## src/hw/pin_four_defs.svh

```systemverilog
// register offset, field positions and reset value of the pin four control
`ifndef PIN_FOUR_DEFS_SVH
`define PIN_FOUR_DEFS_SVH
`define PIN_FOUR_CTRL_ADDR    8'h14
`define PIN_FOUR_CTRL_RESET   8'h00
`define PIN_FOUR_EN_BIT       0
`define PIN_FOUR_VAL_BIT      1
`define PIN_FOUR_SRC_LO       2
`define PIN_FOUR_SRC_HI       4
`define PIN_FOUR_SEL_LO       5
`define PIN_FOUR_SEL_HI       7
`define PIN_FOUR_SRC_RX_LAST  3'h3
`define PIN_FOUR_SRC_STATUS   3'h4
`define PIN_FOUR_SRC_RESV     3'h5
`define PIN_FOUR_SRC_TX0      3'h6
`define PIN_FOUR_SRC_TX1      3'h7
`endif

```

## src/hw/pin_four_pkg.sv

```systemverilog
// types shared by the pin four output multiplexer
package pin_four_pkg;
  typedef enum logic [1:0] {
    class_rx,
    class_status,
    class_tx,
    class_none
  } source_class_type;
  typedef logic [2:0] code_type;
endpackage

```

## src/hw/gpio_pin_four_output_mux.sv

```systemverilog
// control register and output multiplexer for general pin four
module gpio_pin_four_output_mux
  import pin_four_pkg::*;
#(
  parameter int RX_PORTS = 4,
  parameter int TX_PORTS = 2
) (
  input  wire logic                  core_clk,
  input  wire logic                  rstn,
  input  wire logic [7:0]            reg_addr,
  input  wire logic [7:0]            reg_wdata,
  input  wire logic                  reg_write,
  input  wire logic                  reg_read,
  output logic      [7:0]            reg_rdata,
  input  wire logic [4*RX_PORTS-1:0] rx_remote_pin,
  input  wire logic [RX_PORTS-1:0]   rx_lock,
  input  wire logic [RX_PORTS-1:0]   rx_pass,
  input  wire logic [RX_PORTS-1:0]   rx_frame_valid,
  input  wire logic [RX_PORTS-1:0]   rx_line_valid,
  input  wire logic [RX_PORTS-1:0]   rx_port_enabled,
  input  wire logic [RX_PORTS*TX_PORTS-1:0] tx_port_rx_map,
  input  wire logic [TX_PORTS-1:0]   tx_frame_valid,
  input  wire logic [TX_PORTS-1:0]   tx_line_valid,
  input  wire logic [TX_PORTS-1:0]   tx_synchronized,
  input  wire logic [TX_PORTS-1:0]   tx_interrupt,
  input  wire logic                  frame_sync_signal,
  output logic                       general_pin_four_out,
  output logic                       general_pin_four_oe
);
  `include "pin_four_defs.svh"

  // four remote pins plus lock, pass, frame and line valid per port
  localparam int RX_BITS = 8 * RX_PORTS;
  localparam int TX_BITS = 4 * TX_PORTS + 1;
  localparam int ALL_BITS = RX_BITS + TX_BITS;

  // all status inputs come from other logic or pins; sync them as one bundle
  logic [ALL_BITS-1:0] raw_bundle;
  logic [ALL_BITS-1:0] sync_bundle;
  assign raw_bundle = {rx_remote_pin, rx_lock, rx_pass, rx_frame_valid,
                       rx_line_valid, tx_frame_valid, tx_line_valid,
                       tx_synchronized, tx_interrupt, frame_sync_signal};

  pin_four_sync #(
    .WIDTH (ALL_BITS)
  ) u_sync (
    .core_clk (core_clk),
    .rstn     (rstn),
    .async_in (raw_bundle),
    .sync_out (sync_bundle)
  );

  logic [4*RX_PORTS-1:0] s_remote;
  logic [RX_PORTS-1:0]   s_lock;
  logic [RX_PORTS-1:0]   s_pass;
  logic [RX_PORTS-1:0]   s_fv;
  logic [RX_PORTS-1:0]   s_lv;
  logic [TX_PORTS-1:0]   s_tx_fv;
  logic [TX_PORTS-1:0]   s_tx_lv;
  logic [TX_PORTS-1:0]   s_tx_sync;
  logic [TX_PORTS-1:0]   s_tx_irq;
  logic                  s_fsync;
  assign {s_remote, s_lock, s_pass, s_fv, s_lv, s_tx_fv, s_tx_lv,
          s_tx_sync, s_tx_irq, s_fsync} = sync_bundle;

  // register state
  logic [7:0] pin_four_output_control;
  logic [7:0] next_control;
  logic [7:0] next_rdata;

  always_comb begin
    next_control = pin_four_output_control;
    next_rdata   = 8'h00;
    if (reg_write && reg_addr == `PIN_FOUR_CTRL_ADDR) begin
      next_control = reg_wdata;
    end
    if (reg_read && reg_addr == `PIN_FOUR_CTRL_ADDR) begin
      next_rdata = pin_four_output_control;
    end
  end

  always_ff @(posedge core_clk or negedge rstn) begin
    if (!rstn) begin
      pin_four_output_control <= `PIN_FOUR_CTRL_RESET;
      reg_rdata               <= 8'h00;
    end else begin
      pin_four_output_control <= next_control;
      reg_rdata               <= next_rdata;
    end
  end

  code_type pin_four_signal_select;
  code_type pin_four_source_select;
  logic     pin_four_register_level;
  logic     pin_four_drive_enable;
  assign pin_four_signal_select =
    pin_four_output_control[`PIN_FOUR_SEL_HI:`PIN_FOUR_SEL_LO];
  assign pin_four_source_select =
    pin_four_output_control[`PIN_FOUR_SRC_HI:`PIN_FOUR_SRC_LO];
  assign pin_four_register_level =
    pin_four_output_control[`PIN_FOUR_VAL_BIT];
  assign pin_four_drive_enable =
    pin_four_output_control[`PIN_FOUR_EN_BIT];

  source_class_type source_class;
  logic [1:0]       port_index;

  pin_four_decode u_decode (
    .source_code  (pin_four_source_select),
    .source_class (source_class),
    .port_index   (port_index)
  );

  // pass status of the receive ports that feed each transmit port
  logic [TX_PORTS-1:0] tx_pass_and;
  logic [TX_PORTS-1:0] tx_pass_or;
  genvar t;
  generate
    for (t = 0; t < TX_PORTS; t++) begin : g_tx_pass
      logic [RX_PORTS-1:0] member;
      assign member = tx_port_rx_map[t*RX_PORTS +: RX_PORTS];
      // an empty map gives AND low rather than vacuous high
      assign tx_pass_and[t] = (|member) && ((s_pass & member) == member);
      assign tx_pass_or[t]  = |(s_pass & member);
    end
  endgenerate

  logic any_enabled;
  logic lock_or;
  logic lock_and;
  logic pass_and;
  always_comb begin
    any_enabled = |rx_port_enabled;
    lock_or  = |(s_lock & rx_port_enabled);
    lock_and = any_enabled &&
               ((s_lock & rx_port_enabled) == rx_port_enabled);
    pass_and = any_enabled &&
               ((s_pass & rx_port_enabled) == rx_port_enabled);
  end

  logic pin_level;
  logic next_pin_out;
  logic next_pin_oe;

  always_comb begin
    pin_level = 1'b0;
    case (source_class)
      class_rx: begin
        case (pin_four_signal_select)
          3'h0, 3'h1, 3'h2, 3'h3:
            pin_level = s_remote[{port_index, pin_four_signal_select[1:0]}];
          3'h4: pin_level = s_lock[port_index];
          3'h5: pin_level = s_pass[port_index];
          3'h6: pin_level = s_fv[port_index];
          3'h7: pin_level = s_lv[port_index];
          default: pin_level = 1'b0;
        endcase
      end
      class_status: begin
        case (pin_four_signal_select)
          3'h0: pin_level = pin_four_register_level;
          3'h1: pin_level = lock_or;
          3'h2: pin_level = lock_and;
          3'h3: pin_level = pass_and;
          3'h4: pin_level = s_fsync;
          default: pin_level = 1'b0;
        endcase
      end
      class_tx: begin
        case (pin_four_signal_select)
          3'h0: pin_level = tx_pass_and[port_index[0]];
          3'h1: pin_level = tx_pass_or[port_index[0]];
          3'h2: pin_level = s_tx_fv[port_index[0]];
          3'h3: pin_level = s_tx_lv[port_index[0]];
          3'h4: pin_level = s_tx_sync[port_index[0]];
          3'h5: pin_level = s_tx_irq[port_index[0]];
          default: pin_level = 1'b0;
        endcase
      end
      default: pin_level = 1'b0;
    endcase
    // level held low while disabled so nothing leaks when enable returns
    next_pin_oe  = pin_four_drive_enable;
    next_pin_out = pin_four_drive_enable & pin_level;
  end

  always_ff @(posedge core_clk or negedge rstn) begin
    if (!rstn) begin
      general_pin_four_out <= 1'b0;
      general_pin_four_oe  <= 1'b0;
    end else begin
      general_pin_four_out <= next_pin_out;
      general_pin_four_oe  <= next_pin_oe;
    end
  end
endmodule // gpio_pin_four_output_mux

```

## src/hw/pin_four_sync.sv

```systemverilog
// two flip-flop synchroniser for a bundle of asynchronous levels
module pin_four_sync #(
  parameter int WIDTH = 1
) (
  input  wire logic             core_clk,
  input  wire logic             rstn,
  input  wire logic [WIDTH-1:0] async_in,
  output logic      [WIDTH-1:0] sync_out
);
  logic [WIDTH-1:0] stage_one;
  logic [WIDTH-1:0] next_stage_one;
  logic [WIDTH-1:0] next_sync_out;

  always_comb begin
    next_stage_one = async_in;
    next_sync_out  = stage_one;
  end

  always_ff @(posedge core_clk or negedge rstn) begin
    if (!rstn) begin
      stage_one <= '0;
      sync_out  <= '0;
    end else begin
      stage_one <= next_stage_one;
      sync_out  <= next_sync_out;
    end
  end
endmodule // pin_four_sync

```

## src/hw/pin_four_decode.sv

```systemverilog
// maps the source field onto a source class and port index
module pin_four_decode
  import pin_four_pkg::*;
(
  input  wire pin_four_pkg::code_type        source_code,
  output pin_four_pkg::source_class_type     source_class,
  output logic                      [1:0]    port_index
);
  `include "pin_four_defs.svh"

  always_comb begin
    port_index = source_code[1:0];
    case (source_code)
      3'h0, 3'h1, 3'h2, `PIN_FOUR_SRC_RX_LAST: source_class = class_rx;
      `PIN_FOUR_SRC_STATUS: source_class = class_status;
      `PIN_FOUR_SRC_TX0: begin
        source_class = class_tx;
        port_index   = 2'h0;
      end
      `PIN_FOUR_SRC_TX1: begin
        source_class = class_tx;
        port_index   = 2'h1;
      end
      default: source_class = class_none;
    endcase
  end
endmodule // pin_four_decode

```

## config.mk

```make
export PLATFORM = sky130hd
export DESIGN_NAME = gpio_pin_four_output_mux
export DESIGN_NICKNAME = d
export VERILOG_FILES = /design/src/hw/pin_four_pkg.sv /design/src/hw/gpio_pin_four_output_mux.sv /design/src/hw/pin_four_sync.sv /design/src/hw/pin_four_decode.sv
export VERILOG_INCLUDE_DIRS = /design/src /design/src/hw
export SDC_FILE = /design/constraint.sdc
export NUM_CORES = 1
export LEC_CHECK = 0
export ABC_AREA = 1
export CAP_MARGIN = 5
export CORE_UTILIZATION = 60
export DETAILED_ROUTE_END_ITERATION = 12
export DONT_BUFFER_PORTS = 1
export PLACE_DENSITY = 0.76
export RECOVER_POWER = 25
export REMOVE_ABC_BUFFERS = 1
export SLEW_MARGIN = 20
export SYNTH_ARGS = -nofsm -noshare
export SYNTH_HDL_FRONTEND = slang
export SYNTH_SLANG_ARGS = --single-unit
```

## constraint.sdc

```tcl
create_clock -name core_clk -period 2.38 [get_ports core_clk]
set_input_delay 0.357 -clock core_clk [delete_from_list [all_inputs] [get_ports core_clk]]
set_output_delay 0.357 -clock core_clk [all_outputs]
set_load 0.05 [all_outputs]
```

==> results of run 1 <==
==> kinds of logic after synthesis <==
| kind of cell | synth area share (%) |
|---|---|
| DFF | 69.2 |
| buffers and inverters | 6.67 |
| AOI/OAI and AO/OA | 2.87 |
| and+or+nand+nor | 21.3 |
==> layer usage <==
metal / GRT usage (%) / part of all wire, % / vias to the layer above
li1: - / - / 1056
met1: 27.1 / 43 / 1004
met2: 32.0 / 49 / 78
met3: 5.94 / 7.4 / 11
met4: 8.55 / 1.5 / 0
met5: 0 / 0 / -
==> worst paths after layout <==
kind / cells after the start / to / startpoint
min in group core_clk: 0 / u_sync.next_sync_out[27] / rx_remote_pin[2]
max in group asynchronous: 0 / reg_rdata[7] / rstn
worst min-delay path: 0 / u_sync.sync_out[18] / rstn
worst max register to register: 13 / general_pin_four_out / pin_four_output_control[2]
worst max-delay path: 13 / general_pin_four_out / pin_four_output_control[2]
worst min register to register: 0 / u_sync.sync_out[34] / u_sync.next_sync_out[34]
==> cell type report <==
| class | instances | area, um2 |
|---|---|---|
| multi-input cells | 195 | 875 |
| inverters | 40 | 170 |
| fillers | 424 | 1780 |
| clock buffers | 9 | 124 |
| clock inverters | 7 | 120 |
| well taps | 72 | 90.1 |
| flip-flops and latches | 100 | 2500 |
| repair buffers | 1 | 10.0 |
==> through the flow <==
step / instance area [um2] / utilization [%]
3_5_place_dp: 3640 / 64.1
4_1_cts: 3880 / 68.4
6_report: 3890 / 68.6
2_1_floorplan: 3550 / -
3_3_place_gp: 3640 / 64.1
5_1_grt: 3890 / 68.6
==> worst max-delay path: cells and delay by family (launching register included) <==
| kind | cells | cell delay [ns] |
|---|---|---|
| buffers and inverters | 3 | 0.27 |
| AO/OA/AOI/OAI | 1 | 0.04 |
| AND/OR/NAND/NOR | 9 | 0.57 |
| flip-flops | 1 | 0.75 |
==> flip-flops by register name (all words and copies together) (netlist names) <==
name and count:
general_pin_four_oe 1, general_pin_four_out 1, u_sync.next_sync_out 41, pin_four_output_control 8, u_sync.sync_out 41, reg_rdata 8
==> layout by cell type (no fill, tap or decap), drive strengths merged <==
master       instances
nand2              114
dfrtp              100
inv                 42
nor2                33
nand3               18
a21oi               13
clkbuf               9
o21ai                7
nand4                5
bufinv               3
nor4                 2
nor3                 2
nand3b               1
clkinv               1
clkinvlp             1
dlygate4sd3          1
==> power groups by stage <==
stage	Combinational (uW)	Clock (uW)	Sequential (uW)
4_1_cts	117	1280	1830
5_1_grt	137	1360	1840
2_1_floorplan	95.3	0	1850
3_3_place_gp	112	0	1860
3_5_place_dp	116	0	1870
6_report	118	1250	1830
==> impl_metrics.env, run 1 <==
export IMPL_status="complete, but fails checks"
export IMPL_violations="negative hold slack"
export IMPL_crit_type="reg2reg"
export IMPL_place_inst=407
export IMPL_power_frac_seq_pct=57.1
export IMPL_hold_ws_ns=-0.303
export IMPL_diodes=0
export IMPL_async_reset_ff_share_pct=100
export IMPL_dieArea_um2=6350
export IMPL_core_um2=5680
export IMPL_grt_max_degree=101
export IMPL_place_gp_congestion=0.870
export IMPL_nets=420
export IMPL_via_per_inst=5.07
export IMPL_setup_tns_ns=0
export IMPL_setup_violations_final=0
export IMPL_postCtsSetupRepairBufs=0
export IMPL_path_cells="inv_6 -> nand2_1 -> nand2_1 -> nand2_1 -> nand2_1 -> nor2_1 -> nand2_1 -> inv_1 -> nand2_1 -> nand2_1 -> nand2_1 -> inv_1 -> a21oi_2"
export IMPL_synth_seq_area_share_pct=69.2
export IMPL_critPathLaunchType="flip-flop"
export IMPL_htreeDepth=3
export IMPL_cp_data_arrival_time_ns=1.97
export IMPL_total_power_uw=3200
export IMPL_swShare_pct=21.1
export IMPL_rows=27
export IMPL_slew_headroom_pct=57.6
export IMPL_io_pins=83
export IMPL_worst_slack_ns=0.651
export IMPL_cts_resized=0
export IMPL_fin_worst_skew_ns=0.00958
export IMPL_crit_required_ns=2.62
export IMPL_clockBufferDepth=2
export IMPL_grt_overflow_total=0
export IMPL_max_stage_delay_ns=0.75
export IMPL_grt_pass1_vias=2067
export IMPL_ys_warn_count=0
export IMPL_antenna_left=0
export IMPL_routed_wl_mm=5.87
export IMPL_yosysMostFrequentCell="nand2_1"
export IMPL_cts_root_buffer="clkbuf_8"
export IMPL_netlist_area_um2=3620
export IMPL_synthTopCellsByCount="110 x nand2_1, 100 x dfrtp_1, 36 x inv_1"
export IMPL_vias=2149
export IMPL_critPathMaxFanout=19
export IMPL_synthTopCellsByArea="dfrtp_1 69%, nand2_1 11%, inv_1 3.7%"
export IMPL_dp_slack_ns=0.700
export IMPL_critPathSlowestCell="dfrtp_1"
export IMPL_avgSynthCellArea_um2=10.6
export IMPL_layout_drive_gt1_share_pct=9.09
export IMPL_p_leak_uw=0.00196
export IMPL_port_buffers=0
export IMPL_period_needed_ns=1.73
export IMPL_final_cells=424
export IMPL_clk_pin_slew_ns=0.09
export IMPL_peakVddDrop_uv=558
export IMPL_p_clk_share_pct=39.2
export IMPL_dp_hpwl_mm=4.26
export IMPL_end_kind="flip-flop"
export IMPL_maxCapViolCount=0
export IMPL_postSynthCellCount=342
export IMPL_drtPass1Iterations=4
export IMPL_min_period_over_period_pct=72.7
export IMPL_ys_seq_elements=100
export IMPL_fmax_mhz=578
export IMPL_synth_edf_count=0
export IMPL_grt_pass1_wl_mm=9.51
export IMPL_ys_types=22
export IMPL_hold_viol_final=100
export IMPL_power_internal_uw=2530
export IMPL_synth_top_cell_area_share_pct=69.2
export IMPL_post_route_drc_count=0
export IMPL_worstMarginPinSlew_ns=0.636
export IMPL_r2r_slack_ns=0.65
export IMPL_drtIter0Drc=116
export IMPL_synthFlopType="dfrtp_1"
export IMPL_cts_sinks=100
export IMPL_antenna_found_initial=0
export IMPL_path_common_cell="nand2_1"
export IMPL_grt_util_all_layers_pct=20.5
export IMPL_dieHeight_um=79.7
export IMPL_cellPowerDensity_nw_per_um2=823
export IMPL_slew_viol_final=0
export IMPL_comb_power_share_pct=3.7
export IMPL_cts_tree="done"
export IMPL_rsz0062_at_grt="false"
export IMPL_area_growth_pct=7.54
export IMPL_die_w_um=79.7
export IMPL_cts_buffers=9
export IMPL_post_drt_wl_per_cell_um=13.8
export IMPL_hp_class="in2async"
export IMPL_yosys_area_top_type="dfrtp_1"
export IMPL_initial_core_util_pct=63.8
export IMPL_switching_power_uw=676
export IMPL_clkLatencyLatePin_ns=0.34
(Power assumes the default switching activity.)
==> inputs of run 2 (changes only) <==
- CORE_UTILIZATION: 60 -> 56
- PLACE_DENSITY: 0.76 -> 0.74
- clock period: 2.38 -> 1.52 ns (I/O delays scaled with it)
==> impl_metrics.env, run 2 (synthesis results as in run 1) <==
export IMPL_fmax_mhz=672
export IMPL_vias=2371
export IMPL_dp_slack_ns=0.107
export IMPL_critPathMaxFanout=6
export IMPL_antenna_left=0
export IMPL_cts_buffers=9
export IMPL_antenna_found_initial=0
export IMPL_rsz0062_at_grt="true"
export IMPL_peakVddDrop_uv=849
export IMPL_worstMarginPinSlew_ns=0.451
export IMPL_fin_worst_skew_ns=0.0113
export IMPL_grt_overflow_total=0
export IMPL_final_cells=480
export IMPL_initial_core_util_pct=59.7
export IMPL_drtPass1Iterations=4
export IMPL_diodes=0
export IMPL_total_power_uw=5050
export IMPL_hold_viol_final=100
export IMPL_layout_common_cells="110 x nand2_1, 98 x dfrtp_1, 41 x dlygate4sd3_1"
export IMPL_end_kind="flip-flop"
export IMPL_grt_pass1_vias=2329
export IMPL_setup_violations_final=0
export IMPL_crit_type="reg2reg"
export IMPL_clockBufferDepth=2
export IMPL_drtIter0Drc=116
export IMPL_post_drt_wl_per_cell_um=14.2
export IMPL_period_needed_ns=1.49
export IMPL_status="complete, but fails checks"
export IMPL_rows=28
export IMPL_core_um2=6060
export IMPL_finish_utilization_pct=73.4
export IMPL_io_pins=83
export IMPL_hold_ws_ns=-0.451
export IMPL_dieArea_um2=6790
export IMPL_cellPowerDensity_nw_per_um2=1140
export IMPL_layout_commonest_cell="nand2_1"
export IMPL_slew_viol_final=0
export IMPL_dieHeight_um=82.4
export IMPL_violations="negative hold slack"
export IMPL_area_growth_pct=22.9
export IMPL_htreeDepth=3
export IMPL_cts_hold_fix_buffers=41
export IMPL_dp_hpwl_mm=4.19
export IMPL_layout_drive_gt1_share_pct=13.1
export IMPL_routed_wl_mm=6.83
export IMPL_min_period_over_period_pct=97.9
export IMPL_nets=473
export IMPL_fillers=419
export IMPL_maxCapViolCount=0
export IMPL_crit_required_ns=1.82
export IMPL_place_gp_congestion=0.837
export IMPL_cts_tree="done"
export IMPL_grt_util_all_layers_pct=22.0
export IMPL_cts_root_buffer="clkbuf_8"
export IMPL_grt_max_degree=101
export IMPL_clkLatencyLatePin_ns=0.36
export IMPL_hp_class="in2async"
export IMPL_cts_sinks=100
export IMPL_post_route_drc_count=0
export IMPL_grt_pass1_wl_mm=10.6
export IMPL_place_inst=416
export IMPL_cp_data_arrival_time_ns=1.78
export IMPL_critPathLaunchType="flip-flop"
export IMPL_via_per_inst=4.94
export IMPL_clk_pin_slew_ns=0.09
export IMPL_die_w_um=82.4
export IMPL_slew_headroom_pct=70.0
export IMPL_port_buffers=0
export IMPL_p_leak_uw=0.00220
export IMPL_worst_slack_ns=0.0322
-- run 2: cell types whose count changed in the layout (fill, tap and decap cells not counted), moves of 2 or more --
cell,delta
buf_12,+2
buf_4,+9
dfrtp_1,-2
dfrtp_2,+2
dlygate4sd3_1,+40
nand3_1,-4
nand3_2,+4
nor2_1,-2
nor2_2,+2
-- run 2: timing repair --
item / CTS / global route
hold endpoints to repair: 141 / 100
buffers inserted: 0 / 7
setup endpoints to repair: 0 / 1
resized for setup: 0 / 14
-- run 2: layout make-up --
type | count | area (um2) | area share (%)
multi-input combinational | 195 | 900 | 20.2
inverter | 40 | 175 | 3.94
clock inverter | 7 | 105 | 2.36
sequential | 100 | 2500 | 56.3
clock buffer | 9 | 124 | 2.79
timing repair buffer | 54 | 544 | 12.2
tap | 75 | 93.8 | 2.11
-- run 2: metal layers --
| metal | GRT usage, % | routed length (um) |
|---|---|---|
| met5 | 0 | 0 |
| met3 | 4.95 | 372 |
| met1 | 28.2 | 2890 |
| met4 | 10.0 | 134 |
| met2 | 36.0 | 3430 |
-- run 2: through the flow --
| step | hold WS, ns | setup TNS, ns | cell area (um2) |
|---|---|---|---|
| 2_1_floorplan | -0.0676 | 0 | 3550 |
| 3_3_place_gp | -0.0659 | 0 | 3710 |
| 3_5_place_dp | -0.0650 | 0 | 3710 |
| 4_1_cts | -0.470 | 0 | 4350 |
| 5_1_grt | -0.467 | -0.0776 | 4450 |
| 6_report | -0.451 | 0 | 4450 |
-- run 2: report_power, final --
group	switching, uW	internal (uW)	leakage (uW)
clock network	922	955	0.000118
logic	157	168	0.000921
registers	67.1	2780	0.00116
total	1150	3900	0.00220
-- run 2: worst max-delay path: stages (launching register included) --
cell and delay (ns):
dfrtp_1 0.41, buf_12 0.16, buf_8 0.12, nor2_4 0.19, nand2_1 0.08, nand4_1 0.09
nand3_1 0.09, nand3_1 0.10, nand3_2 0.07, a21oi_2 0.11
-- run 2: path summary, 6_finish.rpt --
kind | slack [ns] | to | cells after the start | from
worst max register to register | 0.03 | general_pin_four_out | 9 | pin_four_output_control[5]
max in group asynchronous | 1.82 | reg_rdata[3] | 0 | rstn
worst min register to register | 0.34 | u_sync.sync_out[17] | 0 | u_sync.next_sync_out[17]
worst max-delay path | 0.03 | general_pin_four_out | 9 | pin_four_output_control[5]
min in group core_clk | 0.02 | pin_four_output_control[4] | 2 | reg_wdata[4]
worst min-delay path | -0.45 | u_sync.sync_out[2] | 0 | rstn
==> inputs of run 3 (changes only) <==
- CORE_MARGIN: not set -> 8
==> impl_metrics.env, run 3 (synthesis results as in run 1) <==
export IMPL_status="complete, but fails checks"
export IMPL_violations="negative hold slack"
export IMPL_drtPass1Iterations=5
export IMPL_antenna_left=0
export IMPL_dieArea_um2=9290
export IMPL_hold_viol_final=100
export IMPL_slew_headroom_pct=68.3
export IMPL_critPathMaxFanout=6
export IMPL_area_growth_pct=22.8
export IMPL_slew_viol_final=0
export IMPL_antenna_found_initial=0
export IMPL_clockBufferDepth=2
export IMPL_clkLatencyLatePin_ns=0.36
export IMPL_worstMarginPinSlew_ns=0.475
export IMPL_cts_tree="done"
export IMPL_cts_hold_fix_buffers=41
export IMPL_layout_common_cells="107 x nand2_1, 97 x dfrtp_1, 41 x dlygate4sd3_1"
export IMPL_core_um2=6310
export IMPL_reg2reg_depth=11
export IMPL_vias=2400
export IMPL_post_route_drc_count=0
export IMPL_dp_hpwl_mm=4.79
export IMPL_grt_max_degree=101
export IMPL_die_w_um=96.4
export IMPL_io_pins=83
export IMPL_dieHeight_um=96.4
export IMPL_layout_commonest_cell="nand2_1"
export IMPL_diodes=0
export IMPL_finish_utilization_pct=70.4
export IMPL_port_buffers=0
export IMPL_crit_type="reg2reg"
export IMPL_drtIter0Drc=89
export IMPL_critPathSlowestCell="dfrtp_2"
export IMPL_initial_core_util_pct=57.3
export IMPL_routed_wl_mm=7.03
export IMPL_grt_util_all_layers_pct=15.8
export IMPL_hp_class="in2async"
export IMPL_max_stage_delay_ns=0.44
export IMPL_maxCapViolCount=0
export IMPL_crit_required_ns=1.82
export IMPL_fmax_mhz=696
export IMPL_fin_worst_skew_ns=0.00873
export IMPL_layout_drive_gt1_share_pct=14.0
export IMPL_peakVddDrop_uv=1060
export IMPL_clk_pin_slew_ns=0.10
export IMPL_path_cells="buf_12 -> clkinv_8 -> buf_4 -> nand2_1 -> nand2_1 -> nand2_1 -> nand3b_1 -> nand3_2 -> nand3_1 -> nand3_1 -> a21oi_2"
export IMPL_hold_ws_ns=-0.449
export IMPL_rsz0062_at_grt="true"
export IMPL_via_per_inst=4.96
export IMPL_grt_pass1_vias=2316
export IMPL_cellPowerDensity_nw_per_um2=1100
export IMPL_cts_sinks=100
export IMPL_critPathLaunchType="flip-flop"
export IMPL_nets=475
export IMPL_r2r_slack_ns=0.08
export IMPL_grt_pass1_wl_mm=11.0
export IMPL_rows=29
export IMPL_setup_violations_final=0
export IMPL_place_gp_congestion=0.927
export IMPL_p_leak_uw=0.00219
export IMPL_min_period_over_period_pct=94.5
export IMPL_cp_data_arrival_time_ns=1.74
export IMPL_period_needed_ns=1.44
export IMPL_cts_buffers=9
export IMPL_cts_root_buffer="clkbuf_8"
export IMPL_setup_tns_ns=0
export IMPL_grt_overflow_total=0
export IMPL_end_kind="flip-flop"
export IMPL_htreeDepth=3
export IMPL_post_drt_wl_per_cell_um=14.5
export IMPL_path_common_cell="nand2_1"
## run 3: worst max-delay path: cells and delay by family (launching register included)
| kind | cells | cell delay, ns |
|---|---|---|
| flops | 1 | 0.44 |
| buf+inv | 3 | 0.33 |
| compound gates | 1 | 0.12 |
| simple gates | 7 | 0.48 |
## run 3: area by class of cell
cell class	count	area, um2
multi-input cells	195	895
clock inverters	7	80.1
fillers	447	1870
clock buffers	9	124
well taps	77	96.3
repair buffers	56	562
flip-flops and latches	100	2510
inverters	40	180
## run 3: worst paths after layout
path                                       startpoint                         end
setup / recovery           pin_four_output_control[5]        general_pin_four_out
hold / removal                                   rstn          u_sync.sync_out[9]
setup reg to reg           pin_four_output_control[5]        general_pin_four_out
hold reg to reg              u_sync.next_sync_out[24]         u_sync.sync_out[24]
max in group asynchronous                        rstn  pin_four_output_control[5]
min in group core_clk                    reg_wdata[1]  pin_four_output_control[1]
## run 3: through the flow
| stage | worst slack [ns] | power (uW) | area (um2) | hold WS, ns | instances |
|---|---|---|---|---|---|
| after global placement | 0.161 | 3110 | 3690 | -0.0642 | 417 |
| after CTS | 0.120 | 4890 | 4310 | -0.466 | 474 |
| final | 0.0834 | 4880 | 4440 | -0.449 | 484 |
| after floorplan | 0.0696 | 3050 | 3550 | -0.0676 | 335 |
| after detailed placement | 0.139 | 3110 | 3690 | -0.0647 | 417 |
| after global routing | -0.0285 | 5070 | 4440 | -0.475 | 484 |
## run 3: repair_timing
item                                    4_1_cts  5_1_grt
setup buffers                                 0        8
hold endpoints to repair                    141      100
endpoints found under the setup margin        0        1
gates resized for setup                       0       19
## run 3: report_power, final
| part | switching (uW) | total, uW | internal, uW |
|---|---|---|---|
| clock network | 915 | 1700 | 783 |
| registers | 68.9 | 2850 | 2780 |
| logic | 155 | 330 | 175 |
| total | 1140 | 4880 | 3740 |
## run 3: metal layers
| metal | up-vias | track usage, % | routed length [um] |
|---|---|---|---|
| met5 | - | 0 | 0 |
| met4 | 0 | 7.31 | 153 |
| met3 | 16 | 5.41 | 545 |
| met2 | 76 | 24.7 | 3410 |
| met1 | 1139 | 19.4 | 2930 |
| li1 | 1169 | - | - |
